[src/hdl/pwr_clk_pkg.sv]
// Constants, register map and field layout of the key-guarded power and clock control
// Operation
// - Core register commits only after key 0x01, value write, then key 0xf4.
// - Peripheral register commits only after key 0x76, value write, then key 0xb1.
// - Mode field bits 6:4; 011 sleep wakes on interrupt inputs 0-3 or second timer.
// - Mode 100 is stop; only interrupt inputs 0-3 wake it, timers ignored.
// - Core clock is system clock divided by two to the power of bits 2:0.
// - Bit 11 clear powers down PWM; software keeps bits 10:9 at 00.
// - Bit 8 clear powers down the SPI block.
// - SPI divider bits 7:6 select divide by 1, 2, 4 or 8.
// - Bit 5 clear powers down second I2C, bit 2 the first I2C.
// - Second I2C divider bits 4:3 select divide by 1, 4, 8 or 32.
// - First I2C divider bits 1:0 use the same four rates.
// - Core divider resets to three, system clock divided by 8.
package pwr_clk_pkg;

    // ------------------------------------------------------------
    // Register map, byte addresses
    // ------------------------------------------------------------
    localparam logic [31:0] CORE_KEY_FIRST_ADDR = 32'hffff0404;
    localparam logic [31:0] CORE_CTRL_ADDR = 32'hffff0408;
    localparam logic [31:0] CORE_KEY_SECOND_ADDR = 32'hffff040c;
    localparam logic [31:0] PERIPH_KEY_FIRST_ADDR = 32'hffff0434;
    localparam logic [31:0] PERIPH_CTRL_ADDR = 32'hffff0438;
    localparam logic [31:0] PERIPH_KEY_SECOND_ADDR = 32'hffff043c;

    // ------------------------------------------------------------
    // Key codes
    // ------------------------------------------------------------
    localparam logic [15:0] CORE_KEY_FIRST_VAL = 16'h0001;
    localparam logic [15:0] CORE_KEY_SECOND_VAL = 16'h00f4;
    localparam logic [15:0] PERIPH_KEY_FIRST_VAL = 16'h0076;
    localparam logic [15:0] PERIPH_KEY_SECOND_VAL = 16'h00b1;

    // ------------------------------------------------------------
    // Reset values and writable masks
    // ------------------------------------------------------------
    localparam logic [7:0] CORE_CTRL_RESET = 8'h03;
    localparam logic [7:0] CORE_CTRL_MASK = 8'h77;
    localparam logic [15:0] PERIPH_CTRL_RESET = 16'h0124;
    localparam logic [15:0] PERIPH_CTRL_MASK = 16'h0fff;

    // ------------------------------------------------------------
    // Field positions
    // ------------------------------------------------------------
    localparam int MODE_LSB = 4;
    localparam int MODE_MSB = 6;
    localparam int CD_LSB = 0;
    localparam int CD_MSB = 2;
    localparam int PWM_PO_BIT = 11;
    localparam int SPI_PO_BIT = 8;
    localparam int SPI_DIV_LSB = 6;
    localparam int I2C2_PO_BIT = 5;
    localparam int I2C2_DIV_LSB = 3;
    localparam int I2C1_PO_BIT = 2;
    localparam int I2C1_DIV_LSB = 0;

    // Operating modes
    typedef enum logic [2:0] {
        MODE_ACTIVE = 3'h0,
        MODE_PAUSE = 3'h1,
        MODE_NAP = 3'h2,
        MODE_SLEEP = 3'h3,
        MODE_STOP = 3'h4
    } op_mode_e;

    // Key sequence states, gray coded
    typedef enum logic [1:0] {
        SEQ_IDLE = 2'b00,
        SEQ_KEYED = 2'b01,
        SEQ_VALUE = 2'b11
    } seq_state_e;

    // Divider width: up to divide by 128
    localparam int DIV_W = 7;

    // Peripheral divider shift per code
    localparam logic [2:0] SPI_SHIFT [4] = '{3'h0, 3'h1, 3'h2, 3'h3};
    localparam logic [2:0] I2C_SHIFT [4] = '{3'h0, 3'h2, 3'h3, 3'h5};

endpackage

[src/hdl/clk_div_enable.sv]
// Power-of-two clock enable generator
`timescale 1ns/1ps
module clk_div_enable (
    input wire logic sys_clk_in,
    input wire logic rstn_in,
    input wire logic run_in,
    input wire logic [2:0] shift_in,
    output logic tick_out
);
    import pwr_clk_pkg::*;

    logic [pwr_clk_pkg::DIV_W-1:0] cnt_q;
    logic [pwr_clk_pkg::DIV_W-1:0] limit;

    assign limit = DIV_W'((1 << shift_in) - 1);

    // --------------------------------
    // Counter and tick
    // --------------------------------
    always_ff @(posedge sys_clk_in or negedge rstn_in) begin
        if (!rstn_in) begin
            cnt_q <= '0;
            tick_out <= 1'b0;
        end else if (!run_in) begin
            cnt_q <= '0;
            tick_out <= 1'b0;
        end else if (cnt_q >= limit) begin
            cnt_q <= '0;
            tick_out <= 1'b1;
        end else begin
            cnt_q <= cnt_q + 1'b1;
            tick_out <= 1'b0;
        end
    end
endmodule

[src/hdl/key_guarded_power_clock_control.sv]
// Key-guarded power and clock control with Wishbone slave
//
// Decided for this implementation: the Wishbone slave port.
`timescale 1ns/1ps
module key_guarded_power_clock_control (
    input wire logic sys_clk_in,
    input wire logic rstn_in,
    input wire logic wb_cyc_in,
    input wire logic wb_stb_in,
    input wire logic wb_we_in,
    input wire logic [31:0] wb_adr_in,
    input wire logic [3:0] wb_sel_in,
    input wire logic [31:0] wb_dat_in,
    output logic [31:0] wb_dat_out,
    output logic wb_ack_out,
    input wire logic [3:0] external_interrupt_input_in,
    input wire logic second_timer_in,
    output logic [2:0] operating_mode_out,
    output logic core_clk_en_out,
    output logic core_halted_out,
    output logic periph_run_out,
    output logic pwm_power_on_out,
    output logic spi_power_on_out,
    output logic spi_clk_en_out,
    output logic second_i2c_power_on_out,
    output logic second_i2c_clk_en_out,
    output logic first_i2c_power_on_out,
    output logic first_i2c_clk_en_out
);
    import pwr_clk_pkg::*;

    logic [7:0] core_ctrl_q;
    logic [15:0] periph_ctrl_q;
    logic [7:0] core_pend_q;
    logic [15:0] periph_pend_q;
    seq_state_e core_seq_q;
    seq_state_e periph_seq_q;
    logic [2:0] mode_q;
    logic core_run_q;
    logic periph_run_q;

    logic bus_req;
    logic wr_stb;
    logic [15:0] wdata;
    logic hit_ck1, hit_cc, hit_ck2, hit_pk1, hit_pc, hit_pk2;
    logic wake;
    logic core_commit;
    logic core_tick, spi_tick, i2c2_tick, i2c1_tick;
    logic [1:0] spi_code, i2c2_code, i2c1_code;

    // --------------------------------
    // Bus decode
    // --------------------------------
    assign bus_req = wb_cyc_in && wb_stb_in && !wb_ack_out;
    assign wr_stb = bus_req && wb_we_in;
    assign wdata = {wb_sel_in[1] ? wb_dat_in[15:8] : 8'h00, wb_sel_in[0] ? wb_dat_in[7:0] : 8'h00};
    assign hit_ck1 = wb_adr_in == CORE_KEY_FIRST_ADDR;
    assign hit_cc = wb_adr_in == CORE_CTRL_ADDR;
    assign hit_ck2 = wb_adr_in == CORE_KEY_SECOND_ADDR;
    assign hit_pk1 = wb_adr_in == PERIPH_KEY_FIRST_ADDR;
    assign hit_pc = wb_adr_in == PERIPH_CTRL_ADDR;
    assign hit_pk2 = wb_adr_in == PERIPH_KEY_SECOND_ADDR;

    // One-cycle acknowledge for every address; unmapped reads return zero
    always_ff @(posedge sys_clk_in or negedge rstn_in) begin
        if (!rstn_in) begin
            wb_ack_out <= 1'b0;
        end else begin
            wb_ack_out <= bus_req;
        end
    end

    // --------------------------------
    // Read data
    // --------------------------------
    always_ff @(posedge sys_clk_in or negedge rstn_in) begin
        if (!rstn_in) begin
            wb_dat_out <= 32'h0000_0000;
        end else if (bus_req && !wb_we_in) begin
            if (hit_cc) begin
                wb_dat_out <= {24'h00_0000, core_ctrl_q};
            end else if (hit_pc) begin
                wb_dat_out <= {16'h0000, periph_ctrl_q};
            end else begin
                wb_dat_out <= 32'h0000_0000;
            end
        end
    end

    // --------------------------------
    // Core key sequence
    // --------------------------------
    always_ff @(posedge sys_clk_in or negedge rstn_in) begin
        if (!rstn_in) begin
            core_seq_q <= SEQ_IDLE;
            core_pend_q <= CORE_CTRL_RESET;
        end else if (wr_stb && (hit_ck1 || hit_cc || hit_ck2)) begin
            case (core_seq_q)
                SEQ_IDLE: begin
                    if (hit_ck1 && wdata == CORE_KEY_FIRST_VAL) begin
                        core_seq_q <= SEQ_KEYED;
                    end
                end
                SEQ_KEYED: begin
                    if (hit_cc) begin
                        core_pend_q <= wdata[7:0] & CORE_CTRL_MASK;
                        core_seq_q <= SEQ_VALUE;
                    end else begin
                        core_seq_q <= SEQ_IDLE;
                    end
                end
                SEQ_VALUE: begin
                    core_seq_q <= SEQ_IDLE;
                end
                default: begin
                    core_seq_q <= SEQ_IDLE;
                end
            endcase
        end
    end

    assign core_commit = wr_stb && hit_ck2 && core_seq_q == SEQ_VALUE
        && wdata == CORE_KEY_SECOND_VAL;

    // --------------------------------
    // Peripheral key sequence
    // --------------------------------
    always_ff @(posedge sys_clk_in or negedge rstn_in) begin
        if (!rstn_in) begin
            periph_seq_q <= SEQ_IDLE;
            periph_pend_q <= PERIPH_CTRL_RESET;
        end else if (wr_stb && (hit_pk1 || hit_pc || hit_pk2)) begin
            case (periph_seq_q)
                SEQ_IDLE: begin
                    if (hit_pk1 && wdata == PERIPH_KEY_FIRST_VAL) begin
                        periph_seq_q <= SEQ_KEYED;
                    end
                end
                SEQ_KEYED: begin
                    if (hit_pc) begin
                        periph_pend_q <= wdata & PERIPH_CTRL_MASK;
                        periph_seq_q <= SEQ_VALUE;
                    end else begin
                        periph_seq_q <= SEQ_IDLE;
                    end
                end
                SEQ_VALUE: begin
                    periph_seq_q <= SEQ_IDLE;
                end
                default: begin
                    periph_seq_q <= SEQ_IDLE;
                end
            endcase
        end
    end

    // --------------------------------
    // Committed registers
    // --------------------------------
    always_ff @(posedge sys_clk_in or negedge rstn_in) begin
        if (!rstn_in) begin
            periph_ctrl_q <= PERIPH_CTRL_RESET;
        end else if (wr_stb && hit_pk2 && periph_seq_q == SEQ_VALUE
                     && wdata == PERIPH_KEY_SECOND_VAL) begin
            periph_ctrl_q <= periph_pend_q;
        end
    end

    // Wake sources by mode; timer ignored in stop
    always_comb begin
        case (op_mode_e'(core_ctrl_q[MODE_MSB:MODE_LSB]))
            MODE_PAUSE, MODE_NAP: wake = |external_interrupt_input_in || second_timer_in;
            MODE_SLEEP: wake = |external_interrupt_input_in || second_timer_in;
            MODE_STOP: wake = |external_interrupt_input_in;
            default: wake = 1'b0;
        endcase
    end

    always_ff @(posedge sys_clk_in or negedge rstn_in) begin
        if (!rstn_in) begin
            core_ctrl_q <= CORE_CTRL_RESET;
        end else if (core_commit) begin
            core_ctrl_q <= core_pend_q;
        end else if (wake) begin
            core_ctrl_q[MODE_MSB:MODE_LSB] <= MODE_ACTIVE;
        end
    end

    // --------------------------------
    // Power state from mode
    // --------------------------------
    always_ff @(posedge sys_clk_in or negedge rstn_in) begin
        if (!rstn_in) begin
            mode_q <= MODE_ACTIVE;
            core_run_q <= 1'b1;
            periph_run_q <= 1'b1;
        end else begin
            mode_q <= core_ctrl_q[MODE_MSB:MODE_LSB];
            core_run_q <= core_ctrl_q[MODE_MSB:MODE_LSB] == MODE_ACTIVE;
            periph_run_q <= core_ctrl_q[MODE_MSB:MODE_LSB] == MODE_ACTIVE
                || core_ctrl_q[MODE_MSB:MODE_LSB] == MODE_PAUSE;
        end
    end

    // --------------------------------
    // Clock enables
    // --------------------------------
    assign spi_code = periph_ctrl_q[SPI_DIV_LSB+1:SPI_DIV_LSB];
    assign i2c2_code = periph_ctrl_q[I2C2_DIV_LSB+1:I2C2_DIV_LSB];
    assign i2c1_code = periph_ctrl_q[I2C1_DIV_LSB+1:I2C1_DIV_LSB];

    clk_div_enable u_core_div (
        .sys_clk_in(sys_clk_in),
        .rstn_in(rstn_in),
        .run_in(core_run_q),
        .shift_in(core_ctrl_q[CD_MSB:CD_LSB]),
        .tick_out(core_tick)
    );

    clk_div_enable u_spi_div (
        .sys_clk_in(sys_clk_in),
        .rstn_in(rstn_in),
        .run_in(periph_run_q && periph_ctrl_q[SPI_PO_BIT]),
        .shift_in(SPI_SHIFT[spi_code]),
        .tick_out(spi_tick)
    );

    clk_div_enable u_i2c2_div (
        .sys_clk_in(sys_clk_in),
        .rstn_in(rstn_in),
        .run_in(periph_run_q && periph_ctrl_q[I2C2_PO_BIT]),
        .shift_in(I2C_SHIFT[i2c2_code]),
        .tick_out(i2c2_tick)
    );

    clk_div_enable u_i2c1_div (
        .sys_clk_in(sys_clk_in),
        .rstn_in(rstn_in),
        .run_in(periph_run_q && periph_ctrl_q[I2C1_PO_BIT]),
        .shift_in(I2C_SHIFT[i2c1_code]),
        .tick_out(i2c1_tick)
    );

    // --------------------------------
    // Registered outputs
    // --------------------------------
    always_ff @(posedge sys_clk_in or negedge rstn_in) begin
        if (!rstn_in) begin
            operating_mode_out <= MODE_ACTIVE;
            core_clk_en_out <= 1'b0;
            core_halted_out <= 1'b0;
            periph_run_out <= 1'b1;
            pwm_power_on_out <= 1'b1;
            spi_power_on_out <= 1'b1;
            spi_clk_en_out <= 1'b0;
            second_i2c_power_on_out <= 1'b1;
            second_i2c_clk_en_out <= 1'b0;
            first_i2c_power_on_out <= 1'b1;
            first_i2c_clk_en_out <= 1'b0;
        end else begin
            operating_mode_out <= mode_q;
            core_clk_en_out <= core_tick;
            core_halted_out <= !core_run_q;
            periph_run_out <= periph_run_q;
            pwm_power_on_out <= periph_ctrl_q[PWM_PO_BIT];
            spi_power_on_out <= periph_ctrl_q[SPI_PO_BIT];
            spi_clk_en_out <= spi_tick;
            second_i2c_power_on_out <= periph_ctrl_q[I2C2_PO_BIT];
            second_i2c_clk_en_out <= i2c2_tick;
            first_i2c_power_on_out <= periph_ctrl_q[I2C1_PO_BIT];
            first_i2c_clk_en_out <= i2c1_tick;
        end
    end
endmodule

[config.mk]
export PLATFORM = sky130hd
export DESIGN_NAME = key_guarded_power_clock_control
export DESIGN_NICKNAME = d
export VERILOG_FILES = /design/src/hdl/pwr_clk_pkg.sv /design/src/hdl/clk_div_enable.sv /design/src/hdl/key_guarded_power_clock_control.sv
export SDC_FILE = /design/constraint.sdc
export NUM_CORES = 1
export LEC_CHECK = 0
export ABC_AREA = 1
export BUFFER_PORTS_ARGS = -buffer_cell sky130_fd_sc_hd__buf_2
export CAP_MARGIN = 20
export CORE_ASPECT_RATIO = 1.5
export CORE_MARGIN = 10
export CORE_UTILIZATION = 55
export DETAILED_ROUTE_END_ITERATION = 16
export GPL_ROUTABILITY_DRIVEN = 0
export PLACE_DENSITY_LB_ADDON = 0.1
export SLEW_MARGIN = 20
export SYNTH_ARGS = -nofsm -noshare
export SYNTH_HDL_FRONTEND = slang
export SYNTH_HIERARCHICAL = 1
export SYNTH_SLANG_ARGS = --single-unit
[constraint.sdc]
create_clock -name sys_clk_in -period 2.65 [get_ports sys_clk_in]
set_clock_uncertainty 0.2 [all_clocks]
set_input_delay 0.53 -clock sys_clk_in [delete_from_list [all_inputs] [get_ports sys_clk_in]]
set_output_delay 0.53 -clock sys_clk_in [all_outputs]
set_load 0.02 [all_outputs]
== Word-level counts from Yosys, hierarchy flattened ==
Cells that the tools add are included.
Storage, ports and cells
  register bits: 123
  output and inout port bits: 46
  word-level logic and storage cells: 147
Cells by class
  add/subtract/negate cells: 8
  magnitude comparators: 7
  equality and inequality tests: 20
  shift-type cells: 4
  multiplexer cells: 38
  bitwise logic cells: 3
  reduce and logical (&&, ||, !) cells: 36
Operator list (number)
  $eq 32x32->1 const B: 6
  $mux 7: 8
  $eq 16x8->1 const B: 2
  $mux 32: 1
  $add 7x1->7 const B: 4
  $ge 7x7->1: 4
  $shl 1x3->7 const A: 4
  $sub 7x2->7 const B: 4
  $mux 3: 8
  $bmux 3 s2: 3
  $logic_and 1x1->1: 17
  $eq 16x1->1 const B: 1
  $eq 16x7->1 const B: 1
  $mux 8: 2
  $mux 12: 1
  $ge 3x3->1 const B: 3
  $not 2->3: 3
  $mux 1: 8
  $mux 2: 4
  $pmux 2 s2: 2
  $eq 3x2->1 const B: 2
  $logic_or 1x1->1: 6
  $reduce_and 3->1: 2
  $eq 2x1->1 const B: 2
  12 further kinds: 18

== Longest topological paths before layout ==
  word-level depth: 9
  depth in mapped cells: 12
  depth with buffers taken out: 11

== Cells and area by module ==
Netlist, hierarchy kept.
By module, submodules not included
  key_guarded_power_clock_control: instances 1, cells each 482, area an instance 3748.6 µm², sequential area each 1798.0 µm²
  clk_div_enable: instances 4, cells each 85, area an instance 613.1 µm², sequential area each 200.2 µm²

== Worst setup path before layout ==
No wires, ideal clock.
  path type: reg2reg
  from: register periph_ctrl_q[1]
  to: register u_i2c1_div.tick_out
  arrival: 1.670 ns
  setup slack: 0.667 ns
  cell stages (with the launch flop): 10
  cell sequence: dfrtp_1 > ha_1 > o21ai_0 > ha_1 > nand2_1 > nand2_1 > a21oi_1 > nand3_2 > nand2_1 > inv_1
Between the ends
  word-level cells in the longest chain between the ends: 9
RTL lines
  from (decl): RTL line key_guarded_power_clock_control.sv:33  | logic [15:0] periph_ctrl_q;
  from (signal assigned): RTL line key_guarded_power_clock_control.sv:165  | periph_ctrl_q <= periph_pend_q;
  $not 2->3 (implied by the code): RTL line key_guarded_power_clock_control.sv:240  | .shift_in(I2C_SHIFT[i2c1_code]),
  $bmux 3 s2: RTL line key_guarded_power_clock_control.sv:240
  $mux 3 (implied by the code) (2 in a row): RTL line key_guarded_power_clock_control.sv:240
  $shl 1x3->7: RTL line clk_div_enable.sv:15  | assign limit = DIV_W'((1 << shift_in) - 1);
  $sub 7x2->7: RTL line clk_div_enable.sv:15
  $ge 7x7->1: RTL line clk_div_enable.sv:27  | end else if (cnt_q >= limit) begin
  $mux 1: RTL line clk_div_enable.sv:27
  $mux 1: RTL line clk_div_enable.sv:24  | end else if (!run_in) begin
  to (signal assigned): RTL line clk_div_enable.sv:23  | tick_out <= 1'b0;
  to (signal assigned): RTL line clk_div_enable.sv:26  | tick_out <= 1'b0;
  to (signal assigned): RTL line clk_div_enable.sv:29  | tick_out <= 1'b1;
  to (decl): RTL line clk_div_enable.sv:8  | output logic tick_out
Every way passes these cells. The select of a mux whose other input is x is not followed.
A chain may end at the register's enable or synchronous reset.

== Worst setup path after layout ==
  from: register periph_ctrl_q[4]
  to: register u_i2c2_div.tick_out
Between the ends
  word-level cells in the longest chain between the ends: 9
RTL lines
  $not 2->3 (implied by the code): RTL line key_guarded_power_clock_control.sv:232  | .shift_in(I2C_SHIFT[i2c2_code]),
  $bmux 3 s2: RTL line key_guarded_power_clock_control.sv:232
  $mux 3 (implied by the code) (2 in a row): RTL line key_guarded_power_clock_control.sv:232
  $shl 1x3->7: RTL line clk_div_enable.sv:15
  $sub 7x2->7: RTL line clk_div_enable.sv:15
  $ge 7x7->1: RTL line clk_div_enable.sv:27
  $mux 1: RTL line clk_div_enable.sv:27
  $mux 1: RTL line clk_div_enable.sv:24
  to (signal assigned): RTL line clk_div_enable.sv:23
  to (signal assigned): RTL line clk_div_enable.sv:26
  to (signal assigned): RTL line clk_div_enable.sv:29
  to (decl): RTL line clk_div_enable.sv:8
Every way passes these cells. The select of a mux whose other input is x is not followed.

==> metrics list <==
- For this run, the top clock speed supported by timing is roughly 440 MHz.
- about 120 I/O pins were placed.
* DIE AREA: around 16000 um2
* Synthesis Warnings: 6
- Post-synthesis adder-cell area fraction: 0.06860
- The checks that failed: hold timing.
- Largest area contributor in the netlist: dfrtp_1
* Arrival time at the worst endpoint: roughly 2300 ps
* Area fraction in and, or, nand and nor cells after synthesis: 0.3386
- Mapped Cells: 822
- The number of gates resized after CTS was 0.
- After clock tree synthesis, the clock-pin slew on the worst setup and hold paths is ~70 ps.
* Slew HR: 0.5833
- In this run the number of H-tree levels came out at 3.
- 0 antenna diodes ended up in the layout.
- Endpoint class of the critical path: flop
- Tracing the worst setup path back leads to its startpoint at periph_ctrl_q[4].
* CTS Buf Count: 9
- Largest fanout on the critical path: 8
- Source of the worst register-to-register timing path: periph_ctrl_q[4]
- In this run the static leakage power is around 3.7 nW.
- The floorplan has between 40 and 50 rows.
- Summed over all layers, the routed wires come to around 14 mm.
* Die extent in y: between 150 and 200 um
* Count of input and output buffers: 85
- Share of synthesized area occupied by flip-flops and latches: 0.4191
- Detailed routing inserted a total of between 5000 and 6000 vias.
- CTS placed an instance of clkbuf_16 at the clock tree root.
* Post-route worst hold slack: -1.252 ps
- Setup Total Neg Slack: 0 ps
- The final hold violation count was 5.
- Overall global routing resource usage: 0.1811
- Average cell area after synthesis: 7.544 um2
- Worst-case register-to-register setup slack: about 380 ps
* Post-detail-place hpwl: 11.23 mm
- After detailed routing, the number of vias per cell comes to 5.049.
* Primary flip-flop cell chosen by synthesis mapping: dfrtp_1
- Hold WC Path Type: in2async
- Sorting the synthesized cells by area gives the leading types as dfrtp_1 (35%), nand2_1 (15%), dfstp_2 (7.2%).
- In the final routed layout, each cell accounts on average for ~13 um.
- The number of global-route vias before repair was approximately 5500.
* Top cell type's share of synthesized area: 0.3471
- Layout Nets: 1028
- Congestion Overflow GR: 0
- Entering global routing, the biggest net connects 50 pins.
* Met1 track demand over resource in global routing: 0.1878
- The endpoint identified for the worst register-to-register timing path is u_i2c2_div/tick_out.
- Setup Fix Bufs, Post-CTS: 0
- The first global-routing pass estimated around 24 mm of wire.
- For met2 alone, demand over resource in global routing was 0.3474.
- The floorplan step defined a core boundary enclosing 11060 um2.
* Starting Density: 0.5609
- Final Max Slew Viols: 0
- Latest clock arrival within the worst-skew pair: approximately 340 ps
- Top cell types by occurrence after synthesis: nand2_1 (249), inv_1 (103), nor2_1 (96), dfrtp_1 (86), nand3_1 (77)
* Unrepaired setup endpoints after global routing: false
- Most common cell in the netlist: nand2_1
- Main combinational cell family by area after synthesis: simple AND/OR/NAND/NOR gates
* Crit path time final: 2269 ps
* Setup CP Type: reg2reg
* Area Growth Syn to Fin: 12.71%
- Die outline width: ~110 um
* Number of maximum-capacitance violations: 0
- Slew at the pin with the worst max-slew slack: between 600 and 700 ps
* Cell Area, Synth: 6201 um2
- Dividing the final minimum period by the clock period gives 0.8563.
- DR DRC count: 0
- Unique masters post-synth: 33
* EDFF count, synth: 0
* Maximum number of buffers from clock root to sink: 2
- Xor/xnor share of the synthesized area: 0.005650
- STA classifies the critical path startpoint as a flop.
- The most critical setup path has its endpoint at u_i2c2_div/tick_out.
- Once detail routing completed, the nets flagged for antenna violations numbered 0.
- Drt pass-1 iters: 4
- Standard cell area after detailed placement: approximately 6700 um2
- Required time at the worst-slack endpoint: 2690 ps
- Setup violations remaining at the end of the flow were counted as 0.
- Number of synthesized register bits: about 100
- CTS saw around 100 sinks.
- Pwr dens: around 470 nW/um2
* Multiplexer share of the synthesized area: 0
- Run status: complete, but fails checks
- CTS tree: yes
- The layer flagged by global routing as most heavily used is met2.
* Share of post-route cells with drive strength above 1: 0.1705
* Ys async rst share: 1.000
- The worst register-to-register path has a depth of 9.
- Summed area of non-filler cells in the final layout: between 6000 and 7000 um2
- Buffers inserted to repair hold after CTS numbered 0.
* GR met3 Demand/Resource: 0.03788
* Area fraction in compound gates after synthesis: 0.05044
- Worst vdd rail ir drop: around 0.3 mV
- Drt first-iter violations: 205
- Antenna violations before repair: 0
logic make-up (layout without fill, tap and decap cells):
| kind of cell | Yosys count | in the layout |
|---|---|---|
| AO/OA/AOI/OAI | 57 | 57 |
| XOR/XNOR | 4 | 4 |
| adder cells (fa/ha/maj) | 34 | 34 |
| buffers and inverters | 144 | 218 |
| flip-flops | 103 | 103 |
| other | 1 | 26 |
| AND/OR/NAND/NOR | 479 | 479 |
placed cells by master, fill, tap and decap left out:
| cell | count |
|---|---|
| inv_2 | 2 |
| inv_6 | 2 |
| nand3_2 | 7 |
| nand4_1 | 25 |
| inv_1 | 103 |
| buf_4 | 11 |
| o21bai_1 | 4 |
| nand2_2 | 5 |
| buf_2 | 84 |
| nor2_2 | 9 |
| o21ai_1 | 13 |
| or2_2 | 1 |
| conb_1 | 26 |
| nor2_1 | 96 |
| nor4_1 | 1 |
| nor2_4 | 5 |
| clkinv_2 | 1 |
| clkbuf_16 | 9 |
| bufinv_16 | 2 |
| a31oi_1 | 6 |
| xor2_1 | 4 |
| nor3_1 | 1 |
| nand3b_1 | 1 |
| ha_1 | 34 |
| a21oi_1 | 12 |
| a21o_1 | 4 |
| dfrtp_1 | 86 |
| nand2_1 | 249 |
| clkbuf_1 | 3 |
| dfstp_2 | 17 |
| o21ai_0 | 18 |
| nand3_1 | 77 |
| buf_12 | 1 |
| and2_1 | 1 |
| nand3_4 | 1 |
area by class of cell:
class / instances / area (um2)
repair buffers: 96 / 523.0
inverters: 106 / 399.1
clock inverters: 4 / 77.57
clock buffers: 12 / 236.5
fillers: 1072 / 4066
multi-input cells: 600 / 2970
flip-flops and latches: 103 / 2599
well taps: 147 / 183.9
state kept, by name, summed over array words and instances (netlist names), 6 cells and up:
name              count
wb_dat_out           12
u_core_div/cnt_q      7
core_pend_q           6
u_spi_div/cnt_q       7
periph_ctrl_q        12
periph_pend_q        12
u_i2c2_div/cnt_q      7
core_ctrl_q           6
u_i2c1_div/cnt_q      7
routing by layer:
metal  vias to the layer above  wire (um)
li1                       2752          -
met1                      2513       5604
met2                       109       7631
met3                        18        522
met4                         0        180
met5                         -          0
critical path, stage by stage (launching register included):
cell,delay (ps)
dfrtp_1,460
ha_1,360
o21ai_0,220
ha_1,290
nand2_1,80
nand2_1,60
a21oi_1,170
nand3_2,200
nand2_1,100
inv_1,40
worst min path at each step:
stage	to	slack, ps	depth (start not counted)
6_report	u_i2c1_div/cnt_q[3]	-1	1
5_1_grt	u_i2c1_div/cnt_q[3]	40	1
4_1_cts	u_i2c1_div/cnt_q[3]	20	1
3_5_place_dp	core_clk_en_out	140	0
3_3_place_gp	core_clk_en_out	130	0
2_1_floorplan	core_clk_en_out	30	0
power breakdown:
part	switching, W	internal (W)
clock network	0.000561	0.000836
registers	0.0000125	0.00159
logic	0.000172	0.0000835
per-stage QoR:
stage                 util  power, W  setup slack [ps]  instances
CTS                 0.6322  0.003287             390.8       1068
floorplan                -  0.001779             666.9        847
finish              0.6322  0.003255             380.7       1068
global placement    0.6038  0.001880             437.0       1052
global route        0.6322  0.003385             247.0       1068
detailed placement  0.6038  0.001890             378.8       1052
No activity file was read; power rests on OpenSTA's default activity.
